--- src/hdl/wcrr_pkg.sv ---
// shared types and constants for the write cache reallocation report block
package wcrr_pkg;

    // ****************************************************************
    // widths and fixed values
    // ****************************************************************
    localparam int LBA_W = 28;
    localparam int DD_W = 16;
    localparam int CAND_N = 4;
    localparam int CAND_IW = 2;
    localparam logic [7:0] ZERO_BYTE = 8'h00;
    localparam logic [15:0] ZERO_WORD = 16'h0000;
    localparam logic [CAND_IW-1:0] PTR_ONE = 2'h1;
    localparam logic [CAND_IW-1:0] PTR_ZERO = 2'h0;

    typedef logic [LBA_W-1:0] wcrr_lba_t;

    // ****************************************************************
    // state and operation encodings
    // ****************************************************************
    typedef enum logic [1:0] {
        H_IDLE = 2'h0,
        H_XFER = 2'h1,
        H_EXEC = 2'h3,
        H_MWAIT = 2'h2
    } wcrr_host_e;

    typedef enum logic [1:0] {
        B_IDLE = 2'h0,
        B_WRITE = 2'h1,
        B_REMAP = 2'h3
    } wcrr_bg_e;

    typedef enum logic {
        MED_WRITE = 1'b0,
        MED_REMAP = 1'b1
    } wcrr_op_e;

    // ****************************************************************
    // carriers
    // ****************************************************************
    typedef struct packed {
        logic is_write;
        wcrr_lba_t lba;
    } wcrr_cmd_s;

    typedef struct packed {
        wcrr_op_e op;
        wcrr_lba_t lba;
    } wcrr_med_s;

    typedef struct packed {
        logic feat_hit;
        logic [15:0] feat_mask;
        logic word_hit;
        logic [7:0] word_ofs;
    } wcrr_ovl_s;

    typedef struct packed {
        logic [7:0] cyl_high;
        logic [7:0] cyl_low;
        logic [7:0] sect_num;
    } wcrr_res_s;

endpackage

--- src/hdl/wcrr_core.sv ---
// write completion, auto reallocation and error reporting engine
`timescale 1ns/1ps
module wcrr_core (
    input wire logic core_clk,
    input wire logic rst_n,
    input wire logic cache_en,
    input wire logic cmd_valid,
    input wire wcrr_pkg::wcrr_cmd_s cmd,
    output logic cmd_ready,
    input wire logic data_done,
    input wire logic exec_done,
    output logic cmp_valid,
    output logic cmp_err,
    input wire logic xfer_8bit,
    input wire logic [wcrr_pkg::DD_W-1:0] dd_in,
    input wire logic dd_strobe,
    output logic [wcrr_pkg::DD_W-1:0] buf_wdata,
    output logic buf_wvalid,
    output logic med_valid,
    output wcrr_pkg::wcrr_med_s med_req,
    input wire logic med_done,
    input wire logic med_err,
    input wire logic rd_fail,
    input wire logic rd_recovered,
    input wire wcrr_pkg::wcrr_lba_t rd_lba,
    output logic rd_err_valid,
    input wire logic ovl_abort,
    input wire wcrr_pkg::wcrr_ovl_s ovl_info,
    output wcrr_pkg::wcrr_res_s ovl_result
);
    import wcrr_pkg::*;

    // ****************************************************************
    // state
    // ****************************************************************
    wcrr_host_e h_st_r;
    wcrr_bg_e bg_st_r;
    wcrr_med_s med_req_r;
    wcrr_lba_t wr_lba_r;
    wcrr_lba_t rec_lba_r;
    wcrr_res_s ovl_res_r;
    logic bg_bkgnd_r;
    logic cur_err_r;
    logic defer_err_r;
    logic rec_pend_r;
    logic cmp_valid_r;
    logic cmp_err_r;
    logic rd_err_r;
    logic buf_wvalid_r;
    logic [DD_W-1:0] buf_wdata_r;
    logic [CAND_N-1:0] cand_v_r;
    wcrr_lba_t cand_lba_r [CAND_N];
    logic [CAND_IW-1:0] cand_ptr_r;

    logic accept, host_running, wr_launch, rec_launch, launch;
    logic launch_hit, rd_known, bg_done, bg_fail, bg_fail_bk;
    logic comp, comp_err;
    wcrr_lba_t launch_lba;

    // ****************************************************************
    // handshake and event decode
    // ****************************************************************
    // writes wait for an idle media engine: a single buffer slot only
    assign cmd_ready = (h_st_r == H_IDLE) &&
        (!cmd.is_write || (bg_st_r == B_IDLE && !rec_pend_r));
    assign accept = cmd_valid && cmd_ready;
    assign host_running = (h_st_r == H_XFER) || (h_st_r == H_EXEC);
    assign wr_launch = (h_st_r == H_XFER) && data_done;
    // recovered remaps yield to a write in its data phase
    assign rec_launch = rec_pend_r && (bg_st_r == B_IDLE) &&
        (h_st_r != H_XFER) && !wr_launch;
    assign launch = wr_launch || rec_launch;
    assign launch_lba = wr_launch ? wr_lba_r : rec_lba_r;
    assign bg_done = med_done && ((bg_st_r == B_WRITE && !med_err) ||
        bg_st_r == B_REMAP);
    assign bg_fail = med_done && (bg_st_r == B_REMAP) && med_err;
    assign bg_fail_bk = bg_fail && bg_bkgnd_r;

    // candidate lookups for launch and for read failures
    always_comb begin
        launch_hit = 1'b0;
        rd_known = 1'b0;
        for (int i = 0; i < CAND_N; i++) begin
            if (cand_v_r[i] && cand_lba_r[i] == launch_lba) begin
                launch_hit = 1'b1;
            end
            if (cand_v_r[i] && cand_lba_r[i] == rd_lba) begin
                rd_known = 1'b1;
            end
        end
    end

    // ****************************************************************
    // host command sequencing
    // ****************************************************************
    always_ff @(posedge core_clk or negedge rst_n) begin
        if (!rst_n) begin
            h_st_r <= H_IDLE;
        end else begin
            unique case (h_st_r)
                H_IDLE: begin
                    if (accept) begin
                        h_st_r <= cmd.is_write ? H_XFER : H_EXEC;
                    end
                end
                H_XFER: begin
                    if (data_done) begin
                        h_st_r <= cache_en ? H_IDLE : H_MWAIT;
                    end
                end
                H_EXEC: begin
                    if (exec_done) begin
                        h_st_r <= H_IDLE;
                    end
                end
                H_MWAIT: begin
                    if (bg_done) begin
                        h_st_r <= H_IDLE;
                    end
                end
            endcase
        end
    end

    // latch the target of the write being transferred
    always_ff @(posedge core_clk or negedge rst_n) begin
        if (!rst_n) begin
            wr_lba_r <= '0;
        end else if (accept && cmd.is_write) begin
            wr_lba_r <= cmd.lba;
        end
    end

    // completion decode: cached at buffer fill, uncached after media
    always_comb begin
        comp = 1'b0;
        comp_err = 1'b0;
        if (wr_launch && cache_en) begin
            comp = 1'b1;
            comp_err = cur_err_r || bg_fail_bk;
        end else if (h_st_r == H_EXEC && exec_done) begin
            comp = 1'b1;
            comp_err = cur_err_r || bg_fail_bk;
        end else if (h_st_r == H_MWAIT && bg_done) begin
            comp = 1'b1;
            comp_err = cur_err_r || bg_fail;
        end
    end

    always_ff @(posedge core_clk or negedge rst_n) begin
        if (!rst_n) begin
            cmp_valid_r <= 1'b0;
            cmp_err_r <= 1'b0;
        end else begin
            cmp_valid_r <= comp;
            cmp_err_r <= comp_err;
        end
    end

    // ****************************************************************
    // error attachment
    // ****************************************************************
    // a failure seen with a command running belongs to it; an accept
    // in the same cycle takes both the held and the fresh failure
    always_ff @(posedge core_clk or negedge rst_n) begin
        if (!rst_n) begin
            cur_err_r <= 1'b0;
        end else if (accept) begin
            cur_err_r <= defer_err_r || bg_fail_bk;
        end else if (host_running && bg_fail_bk) begin
            cur_err_r <= 1'b1;
        end
    end

    // held failure: a same-cycle accept wins over the set and takes the fresh failure itself
    always_ff @(posedge core_clk or negedge rst_n) begin
        if (!rst_n) begin
            defer_err_r <= 1'b0;
        end else if (bg_fail_bk && !host_running && !accept &&
                     h_st_r != H_MWAIT) begin
            defer_err_r <= 1'b1;
        end else if (accept) begin
            defer_err_r <= 1'b0;
        end
    end

    // ****************************************************************
    // media engine
    // ****************************************************************
    // remapping after a write failure has no disable path at all
    always_ff @(posedge core_clk or negedge rst_n) begin
        if (!rst_n) begin
            bg_st_r <= B_IDLE;
            med_req_r <= '0;
            bg_bkgnd_r <= 1'b0;
        end else begin
            unique case (bg_st_r)
                B_IDLE: begin
                    if (launch) begin
                        med_req_r.lba <= launch_lba;
                        bg_bkgnd_r <= rec_launch || cache_en;
                        if (launch_hit || rec_launch) begin
                            bg_st_r <= B_REMAP;
                            med_req_r.op <= MED_REMAP;
                        end else begin
                            bg_st_r <= B_WRITE;
                            med_req_r.op <= MED_WRITE;
                        end
                    end
                end
                B_WRITE: begin
                    if (med_done && med_err) begin
                        bg_st_r <= B_REMAP;
                        med_req_r.op <= MED_REMAP;
                    end else if (med_done) begin
                        bg_st_r <= B_IDLE;
                    end
                end
                B_REMAP: begin
                    if (med_done) begin
                        bg_st_r <= B_IDLE;
                    end
                end
                default: begin
                    bg_st_r <= B_IDLE;
                end
            endcase
        end
    end

    // recovered sector waiting for the engine; a second one arriving
    // while one still waits is dropped, the media retries it later
    always_ff @(posedge core_clk or negedge rst_n) begin
        if (!rst_n) begin
            rec_pend_r <= 1'b0;
            rec_lba_r <= '0;
        end else if (rd_recovered && (!rec_pend_r || rec_launch)) begin
            // a fresh sector beats the clear of the one just launched
            rec_pend_r <= 1'b1;
            rec_lba_r <= rd_lba;
        end else if (rec_launch) begin
            rec_pend_r <= 1'b0;
        end
    end

    // ****************************************************************
    // remap candidates from unrecovered reads
    // ****************************************************************
    // insertion beats a same-cycle clear of the same location
    always_ff @(posedge core_clk or negedge rst_n) begin
        if (!rst_n) begin
            cand_v_r <= '0;
            cand_ptr_r <= PTR_ZERO;
            for (int i = 0; i < CAND_N; i++) begin
                cand_lba_r[i] <= '0;
            end
        end else begin
            for (int i = 0; i < CAND_N; i++) begin
                if (bg_done && !med_err &&
                    cand_lba_r[i] == med_req_r.lba) begin
                    cand_v_r[i] <= 1'b0;
                end
            end
            if (rd_fail && !rd_known) begin
                cand_v_r[cand_ptr_r] <= 1'b1;
                cand_lba_r[cand_ptr_r] <= rd_lba;
                cand_ptr_r <= cand_ptr_r + PTR_ONE;
            end
        end
    end

    // error report toward the host for a failed read
    always_ff @(posedge core_clk or negedge rst_n) begin
        if (!rst_n) begin
            rd_err_r <= 1'b0;
        end else begin
            rd_err_r <= rd_fail;
        end
    end

    // ****************************************************************
    // host data lanes and overlay result
    // ****************************************************************
    // narrow transfers use only the low eight lines; upper lanes zeroed
    always_ff @(posedge core_clk or negedge rst_n) begin
        if (!rst_n) begin
            buf_wvalid_r <= 1'b0;
            buf_wdata_r <= ZERO_WORD;
        end else begin
            buf_wvalid_r <= dd_strobe && (h_st_r == H_XFER);
            if (dd_strobe) begin
                buf_wdata_r <= xfer_8bit ? {ZERO_BYTE, dd_in[7:0]}
                                         : dd_in;
            end
        end
    end

    always_ff @(posedge core_clk or negedge rst_n) begin
        if (!rst_n) begin
            ovl_res_r <= '0;
        end else if (ovl_abort) begin
            ovl_res_r.cyl_low <= ovl_info.feat_hit ?
                ovl_info.feat_mask[15:8] : ZERO_BYTE;
            ovl_res_r.sect_num <= ovl_info.feat_hit ?
                ovl_info.feat_mask[7:0] : ZERO_BYTE;
            ovl_res_r.cyl_high <= ovl_info.word_hit ?
                ovl_info.word_ofs : ZERO_BYTE;
        end
    end

    assign cmp_valid = cmp_valid_r;
    assign cmp_err = cmp_err_r;
    assign buf_wdata = buf_wdata_r;
    assign buf_wvalid = buf_wvalid_r;
    assign med_valid = (bg_st_r != B_IDLE);
    assign med_req = med_req_r;
    assign rd_err_valid = rd_err_r;
    assign ovl_result = ovl_res_r;

    // ****************************************************************
    // checks
    // ****************************************************************
    AST_OVL_BITS: assert property (@(posedge core_clk)
        disable iff (!rst_n) ovl_abort |=>
        {ovl_result.cyl_low, ovl_result.sect_num} ==
        ($past(ovl_info.feat_hit) ? $past(ovl_info.feat_mask) : ZERO_WORD))
        else $error("overlay feature bits wrong");
    AST_OVL_WORD: assert property (@(posedge core_clk)
        disable iff (!rst_n) ovl_abort |=> ovl_result.cyl_high ==
        ($past(ovl_info.word_hit) ? $past(ovl_info.word_ofs) : ZERO_BYTE))
        else $error("overlay word offset wrong");
    AST_CACHED_CMP: assert property (@(posedge core_clk)
        disable iff (!rst_n) h_st_r == H_XFER && data_done && cache_en
        |=> cmp_valid && med_valid)
        else $error("cached write not completed at buffer fill");
    AST_REMAP_ERR: assert property (@(posedge core_clk)
        disable iff (!rst_n) bg_st_r == B_WRITE && med_done && med_err |=>
        med_valid && med_req.op == MED_REMAP && $stable(med_req.lba))
        else $error("write error not remapped");
    AST_EXEC_ERR: assert property (@(posedge core_clk)
        disable iff (!rst_n) host_running && bg_fail_bk |=> cur_err_r)
        else $error("failure not held for running command");
    AST_EXEC_CMP: assert property (@(posedge core_clk)
        disable iff (!rst_n)
        h_st_r == H_EXEC && exec_done && (cur_err_r || bg_fail_bk)
        |=> cmp_valid && cmp_err)
        else $error("failure not reported on running command");
    AST_DEFER: assert property (@(posedge core_clk)
        disable iff (!rst_n) accept && defer_err_r |=>
        cur_err_r && !defer_err_r)
        else $error("held failure not passed to next command");
    AST_UNCACHED: assert property (@(posedge core_clk)
        disable iff (!rst_n) h_st_r == H_MWAIT && !bg_done |=> !cmp_valid)
        else $error("uncached write completed before media");
    AST_RD_FAIL: assert property (@(posedge core_clk)
        disable iff (!rst_n) rd_fail |=> rd_err_valid && (|cand_v_r))
        else $error("read failure not reported or recorded");
    AST_CAND_HIT: assert property (@(posedge core_clk)
        disable iff (!rst_n) wr_launch && launch_hit |=>
        med_req.op == MED_REMAP)
        else $error("candidate write not remapped");
    AST_REC: assert property (@(posedge core_clk)
        disable iff (!rst_n) rec_launch |=>
        bg_st_r == B_REMAP && med_req.lba == $past(rec_lba_r))
        else $error("recovered sector not remapped");
    AST_NARROW: assert property (@(posedge core_clk)
        disable iff (!rst_n) dd_strobe && xfer_8bit |=>
        buf_wdata[15:8] == ZERO_BYTE)
        else $error("narrow transfer drove upper lanes");
endmodule

--- config.mk ---
export PLATFORM = sky130hd
export DESIGN_NAME = wcrr_core
export DESIGN_NICKNAME = d
export VERILOG_FILES = /design/src/hdl/wcrr_pkg.sv /design/src/hdl/wcrr_core.sv
export SDC_FILE = /design/constraint.sdc
export NUM_CORES = 1
export LEC_CHECK = 0
export BUFFER_PORTS_ARGS = -buffer_cell sky130_fd_sc_hd__buf_2
export CAP_MARGIN = 5
export CORE_MARGIN = 4
export CORE_UTILIZATION = 30
export CTS_CLUSTER_DIAMETER = 100
export DETAILED_ROUTE_END_ITERATION = 10
export SYNTH_ARGS = -nofsm -noshare
export SYNTH_HDL_FRONTEND = slang
export SYNTH_SLANG_ARGS = --single-unit
--- constraint.sdc ---
create_clock -name core_clk -period 4.8 [get_ports core_clk]
set_input_delay 0.48 -clock core_clk [delete_from_list [all_inputs] [get_ports core_clk]]
set_output_delay 0.48 -clock core_clk [all_outputs]
set_load 0.01 [all_outputs]
==> reports/qor.csv, run 1 <==
metric,value,unit
nets,1812,
clk_latency,0.60,ns
combPwrFrac,42.7,%
status,finished clean,
worstPathCellList,and3b_2 > buf_12 > mux2i_2 > xnor2_1 > nor4_1 > nand2_1 > nor4_1 > a2111oi_0 > a311oi_1,
netlist.area_leader.share,40.8,%
tightest_slew,1.01,ns
maxCapViolCount,0,
worstHoldPathType,primary input to flip-flop,
numPortBuffers,186,
cp_top_family,simple AND/OR/NAND/NOR gates,
powerDensity,809,mW/mm^2
postSynth.asyncResetShare,100,%
min_period,4.14,ns
grt_pass1_wl,103000,um
first_iter_violations,1572,
slew_violations,0,
utilization,35.7,%
drt_wl_total,73300,um
drc,0,
grt_usage,25.5,%
wl_per_cell,30.5,um
period_share,86.2,%
setup_violations,0,
ant_nets,0,
coreArea,0.0515,mm^2
fin_worst_skew,0.0221,ns
antenna_cells,0,
p_leak,7.62,nW
clockBufferDepth,3,
root_buffer,clkbuf_16,
syn-num-nets,1697,
synth_top_family_by_area,XOR/XNOR gates,
grt_start_max_net_pins,116,
rsz0062_at_grt,no,
path_buf_inv,1,
reg2reg_slack,0.66,ns
yosysWarnings,0,
cpMaxStageDelayCell,mux2i_2,
max_freq,242,MHz
synth-edff-count,0,
tns,0,ns
path_common_cell,nor4_1,
place.gp.congestion,1.05,
p_total,14.9,mW
synth_common_cells,"dfrtp_1, mux2_2, xnor2_1",
worstSetupStartpointType,flip-flop,
drive_gt1_share,27.7,%
die_h,236,um
start_util,30.4,%
p_int,7.71,mW
cts-buffers-inserted,31,
seqPwrFrac,39.2,%
crit_path_max_incr_delay,0.72,ns
rows,83,
route.vias.total,13500,
cts.sinks,255,
antenna_found_initial,2,
syn-cell-area,0.0156,mm^2
clk_pin_slew,0.06,ns
netSwitchingFraction,48.1,%
dp_hpwl,56400,um
vdd_ir_drop_max,0.283,mV
synth_compound_area_share,10.3,%
area_growth,17.5,%
synth_area_leaders,"dfrtp_1, mux2_2, xnor2_1",
ys_seq_area_share,40.8,%
whs,0.0508,ns
yosys.area_share.simple,12.0,%
p_clk_share,18.0,%
cts_tree,built,
power_switching,7.16,mW
synth-xor-area-share,15.6,%
h-tree-depth,1,
overflow,0,
worstPathMaxFanout,20,
cp.required,5.28,ns
muxShareOfSynthArea,14.7,%
synth_cells,1581,
die_x,236,um
synth_seq_cells,255,
vias_per_cell,5.63,
grt_pass1_vias,13400,
dieArea,0.0559,mm^2
hold_viol,0,
synth_area_per_cell,9.89,um^2
maxSlewHeadroom,32.5,%
io_pins,187,
yosysMostFrequentCell,dfrtp_1,
synth_cell_type_count,65,
worstSetupEndpointType,flip-flop,
arrival,4.62,ns
first_pass_iters,6,
ys.flop_type,dfrtp_1,
fillers,5256,
yosysTopAreaCell,dfrtp_1,
synth_fa_ha_area_share,0.320,%
path_class,flip-flop to flip-flop,
-- stage by stage --
| stage | setup WS [ns] | std cells | area, um^2 |
|---|---|---|---|
| 6_report | 0.663 | 2399 | 18400 |
| 5_1_grt | 0.452 | 2399 | 18400 |
| 4_1_cts | 0.748 | 2399 | 18400 |
| 3_5_place_dp | 0.743 | 2342 | 17200 |
| 3_3_place_gp | 0.789 | 2342 | 17200 |
| 2_1_floorplan | 1.95 | 1581 | 15600 |
-- flip-flops by register name (all words and copies together) (netlist names), 2 cells and up --
name and flops:
cand_v_r 4, med_req 29, cand_ptr_r 2, buf_wdata 16, h_st_r 2, cand_lba_r 112
rec_lba_r 28, wr_lba_r 28, ovl_result 24, bg_st_r 2
-- layout by cell type (no fill, tap or decap), types with 31 or more instances in the layout --
master,synthesis,routed
inv_1,98,98
xnor2_1,152,152
mux2_2,177,177
buf_4,2,46
dfrtp_1,255,255
nand2_1,33,33
nor2_1,72,72
clkbuf_16,0,31
o21ai_0,52,52
xor2_1,127,127
buf_2,10,185
nand4_1,41,41
a21oi_1,54,53
nand3_1,46,46
nor4_1,50,50
-- cells by family after synthesis --
logic type                 after synthesis
DFF                                    255
buffers and inverters                  251
AOI/OAI and AO/OA                      240
xor gates and xnor gates               279
adders and majority gates                4
muxes                                  204
and+or+nand+nor                        348
-- final cells by class --
| type | count | area (um^2) | area share (%) |
|---|---|---|---|
| inverter | 98 | 368 | 2.00 |
| tap | 680 | 851 | 4.63 |
| sequential | 255 | 6380 | 34.7 |
| clock inverter | 21 | 349 | 1.90 |
| multi-input combinational | 1075 | 8300 | 45.1 |
| clock buffer | 35 | 801 | 4.36 |
| timing repair buffer | 235 | 1340 | 7.27 |
-- worst reg2reg max path: stages, from the launching register on --
cell       delay, ns
dfrtp_1         0.59
and3b_2         0.67
buf_12          0.28
mux2i_2         0.73
xnor2_1         0.26
nor4_1          0.33
nand2_1         0.09
nor4_1          0.56
a2111oi_0       0.26
a311oi_1        0.29
-- routing by layer --
| metal | track usage, % | routed length [um] | vias to the layer above | share of wire [%] |
|---|---|---|---|---|
| li1 | - | - | 5774 | - |
| met1 | 34.2 | 30500 | 6770 | 42 |
| met2 | 39.1 | 32100 | 756 | 44 |
| met3 | 5.07 | 6350 | 193 | 8.7 |
| met4 | 12.7 | 4360 | 2 | 5.9 |
| met5 | 0 | 12 | - | 0.016 |
-- power by group through the flow --
| stage | clock network (mW) | registers (mW) | logic, mW |
|---|---|---|---|
| after CTS | 2.73 | 5.73 | 6.25 |
| after global placement | 0 | 5.79 | 6.22 |
| after detailed placement | 0 | 5.77 | 6.21 |
| after global routing | 2.82 | 5.81 | 6.84 |
| after floorplan | 0 | 3.89 | 4.93 |
| final | 2.68 | 5.84 | 6.36 |
-- timing repair --
action,4_1_cts,5_1_grt
hold buffers,1,0
setup endpoints to repair,0,0
setup buffers,0,0
gates resized for setup,0,0
endpoints found under the hold margin,6,0
-- path summary, 6_finish.rpt --
path	cells past startpoint	endpoint	start
max	9	bg_st_r[1]	h_st_r[0]
min	1	rd_err_valid	rd_fail
max reg2reg	9	bg_st_r[1]	h_st_r[0]
min reg2reg	1	buf_wdata[3]	buf_wdata[3]
max in group asynchronous	3	cand_lba_r[106]	rst_n
min in group asynchronous	2	cand_lba_r[77]	rst_n
Power figures use the tool's default switching activity.
==> run 2: changes to the inputs <==
Settings changed: ABC_AREA from default to 1, SLEW_MARGIN from default to 20.
==> run 2 against run 1 <==
  * Sequential cell count did not move
  * First-iteration DRC count rose by 30%
  * Synthesized area rose by 2.1%
  * Register-to-register slack improved by 0.64 ns
  * Synthesized cell count grew 43%
  * Cell area up 0.50%
  * Critical path depth rose by 8
  * Global-route usage rose by 3.9 points
  * Clock skew up 0.0069 ns
  * Combinational power increased by 3.6%
==> reports/qor.csv, run 2 <==
metric,value,unit
largest_reg_flops,112,
first_pass_iters,6,
nets,2502,
status,finished clean,
max_freq,286,MHz
cpMaxStageDelayCell,inv_1,
worstPathCellList,inv_2 > nand3_2 > inv_1 > nand2_1 > nand2_1 > nand2_1 > nand2_1 > nand2_1 > nor2_1 > nand2_1 > nor2_1 > nand2_1 > nand2_1 > nor2_1 > nand4_1 > nand2_1 > inv_1,
final_cell_mix,"nand2_1, inv_1, dfrtp_1, nand3_1, buf_2",
synth_area_leaders,"dfrtp_1, nand2_1, nand3_1",
maxCapViolCount,0,
dieArea,0.0570,mm^2
clk_latency,0.56,ns
antenna_cells,0,
place.gp.congestion,1.09,
cp.required,5.29,ns
coreArea,0.0527,mm^2
clockBufferDepth,3,
hold_depth,1,
numPortBuffers,186,
syn-cell-area,0.0160,mm^2
drt_wl_total,85600,um
root_buffer,clkbuf_16,
ctsHoldBuffers,1,
regMostFlops,cand_lba_r,
rows,84,
worstReg2RegStart,h_st_r[1],
utilization,35.1,%
r2r_end,med_req[28],
crit_path_max_incr_delay,0.53,ns
worstSetupEndpointType,flip-flop,
drive_gt1_share,13.0,%
maxSlewHeadroom,40.2,%
h-tree-depth,2,
overflow,0,
ys_seq_area_share,39.9,%
arrival,3.98,ns
worstHoldPathType,primary input to flip-flop,
ant_nets,0,
synth_seq_cells,255,
netlist.area_leader.share,39.9,%
path_common_cell,nand2_1,
wl_per_cell,27.7,um
combPwrFrac,47.8,%
postSynth.asyncResetShare,100,%
grt_start_max_net_pins,96,
final_common_cell,nand2_1,
vdd_ir_drop_max,0.240,mV
synth_cells,2265,
area_growth,15.6,%
path_buf_inv,3,
worstPathMaxFanout,27,
period_share,72.8,%
synth_common_cells,"nand2_1, inv_1, dfrtp_1",
dp_hpwl,67300,um
rsz0062_at_grt,no,
cts-buffers-inserted,34,
setup_violations,0,
seqPwrFrac,33.6,%
first_iter_violations,2043,
slew_violations,0,
vias_per_cell,5.53,
power_switching,7.25,mW
grt_pass1_vias,16200,
synth_cell_type_count,42,
cp_top_family,simple AND/OR/NAND/NOR gates,
worstSetupStartpointType,flip-flop,
synth_area_per_cell,7.05,um^2
yosysMostFrequentCell,nand2_1,
path_class,flip-flop to flip-flop,
p_clk_share,18.6,%
powerDensity,747,mW/mm^2
ys.flop_type,dfrtp_1,
p_int,6.55,mW
io_pins,187,
syn-num-nets,2381,
die_h,239,um
netSwitchingFraction,52.5,%
tightest_slew,0.897,ns
hold_path.startpoint,rd_fail,
reg2reg_slack,1.30,ns
yosysWarnings,0,
startpoint,h_st_r[1],
p_leak,9.43,nW
min_period,3.50,ns
cts_setup_buffers,0,
grt_pass1_wl,121000,um
start_util,30.3,%
clk_pin_slew,0.06,ns
die_x,239,um
fin_worst_skew,0.0291,ns
drc,0,
tns,0,ns
post_cts_resized,0,
hold_viol,0,
route.vias.total,17100,
yosysTopAreaCell,dfrtp_1,
antenna_found_initial,4,
grt_usage,29.4,%
cts_tree,built,
holdPathEnd,rd_err_valid,
synth-edff-count,0,
cts.sinks,255,
r2r_cells,17,
run 2: cell count changes in the layout (fill, tap and decap cells not counted), moves of 33 or more:
| cell | previous run | this run |
|---|---|---|
| nand2_1 | 33 | 701 |
| nand3_1 | 46 | 236 |
| mux2_2 | 177 | 12 |
| inv_1 | 98 | 259 |
| nand4_1 | 41 | 174 |
| xnor2_1 | 152 | 54 |
| xor2_1 | 127 | 34 |
| nor2_1 | 72 | 132 |
| o22ai_1 | 20 | 56 |
| o21ai_0 | 52 | 85 |
run 2: area by class of cell:
type | count | area [um^2]
Clock buffer | 42 | 932
Clock inverter | 14 | 161
Fill cell | 5729 | 34200
Inverter | 267 | 1000
Multi-Input combinational cell | 1614 | 7960
Sequential cell | 255 | 6380
Tap cell | 688 | 861
Timing Repair Buffer | 214 | 1180
run 2: how the worst max path moves through the flow:
stage,end,depth (start not counted)
CTS,bg_st_r[1],15
finish,med_req[28],17
global placement,bg_st_r[1],15
floorplan,cand_lba_r[17],13
global route,bg_st_r[1],15
detailed placement,med_req[28],17
run 2: layer usage:
| layer | track usage [%] | wire (um) | vias up | share of wire, % |
|---|---|---|---|---|
| met5 | 0 | 48 | - | 0.056 |
| met4 | 10.8 | 3770 | 8 | 4.4 |
| met3 | 5.84 | 7690 | 172 | 9.0 |
| met2 | 43.7 | 36500 | 875 | 43 |
| met1 | 42.4 | 37600 | 8365 | 44 |
| li1 | - | - | 7683 | - |
run 2: logic make-up after synthesis:
kind of cell	count (synthesis)	share of synthesized area, %
xor+xnor	88	4.82
buf+inv	396	10.3
flops	255	39.9
mux	12	0.846
simple gates	1314	36.7
fa+ha+maj	4	0.313
compound gates	196	7.11
run 2: power groups by stage:
| stage | combinational, mW | clock, mW | sequential [mW] |
|---|---|---|---|
| after floorplan | 4.06 | 0 | 3.80 |
| after global placement | 6.47 | 0 | 4.57 |
| after detailed placement | 6.48 | 0 | 4.57 |
| after CTS | 6.50 | 2.64 | 4.55 |
| after global routing | 7.14 | 2.72 | 4.68 |
| final | 6.59 | 2.57 | 4.64 |
run 2: stage by stage:
stage               setup slack (ns)  instances  hold WS [ns]  area (um^2)  power, mW
floorplan                       2.77       2265         0.184        16000       7.86
global placement                1.19       3037         0.454        17400       11.0
detailed placement              1.17       3037         0.458        17400       11.1
CTS                             1.36       3094        0.0324        18500       13.7
global route                    1.11       3094        0.0464        18500       14.5
finish                          1.30       3094        0.0467        18500       13.8
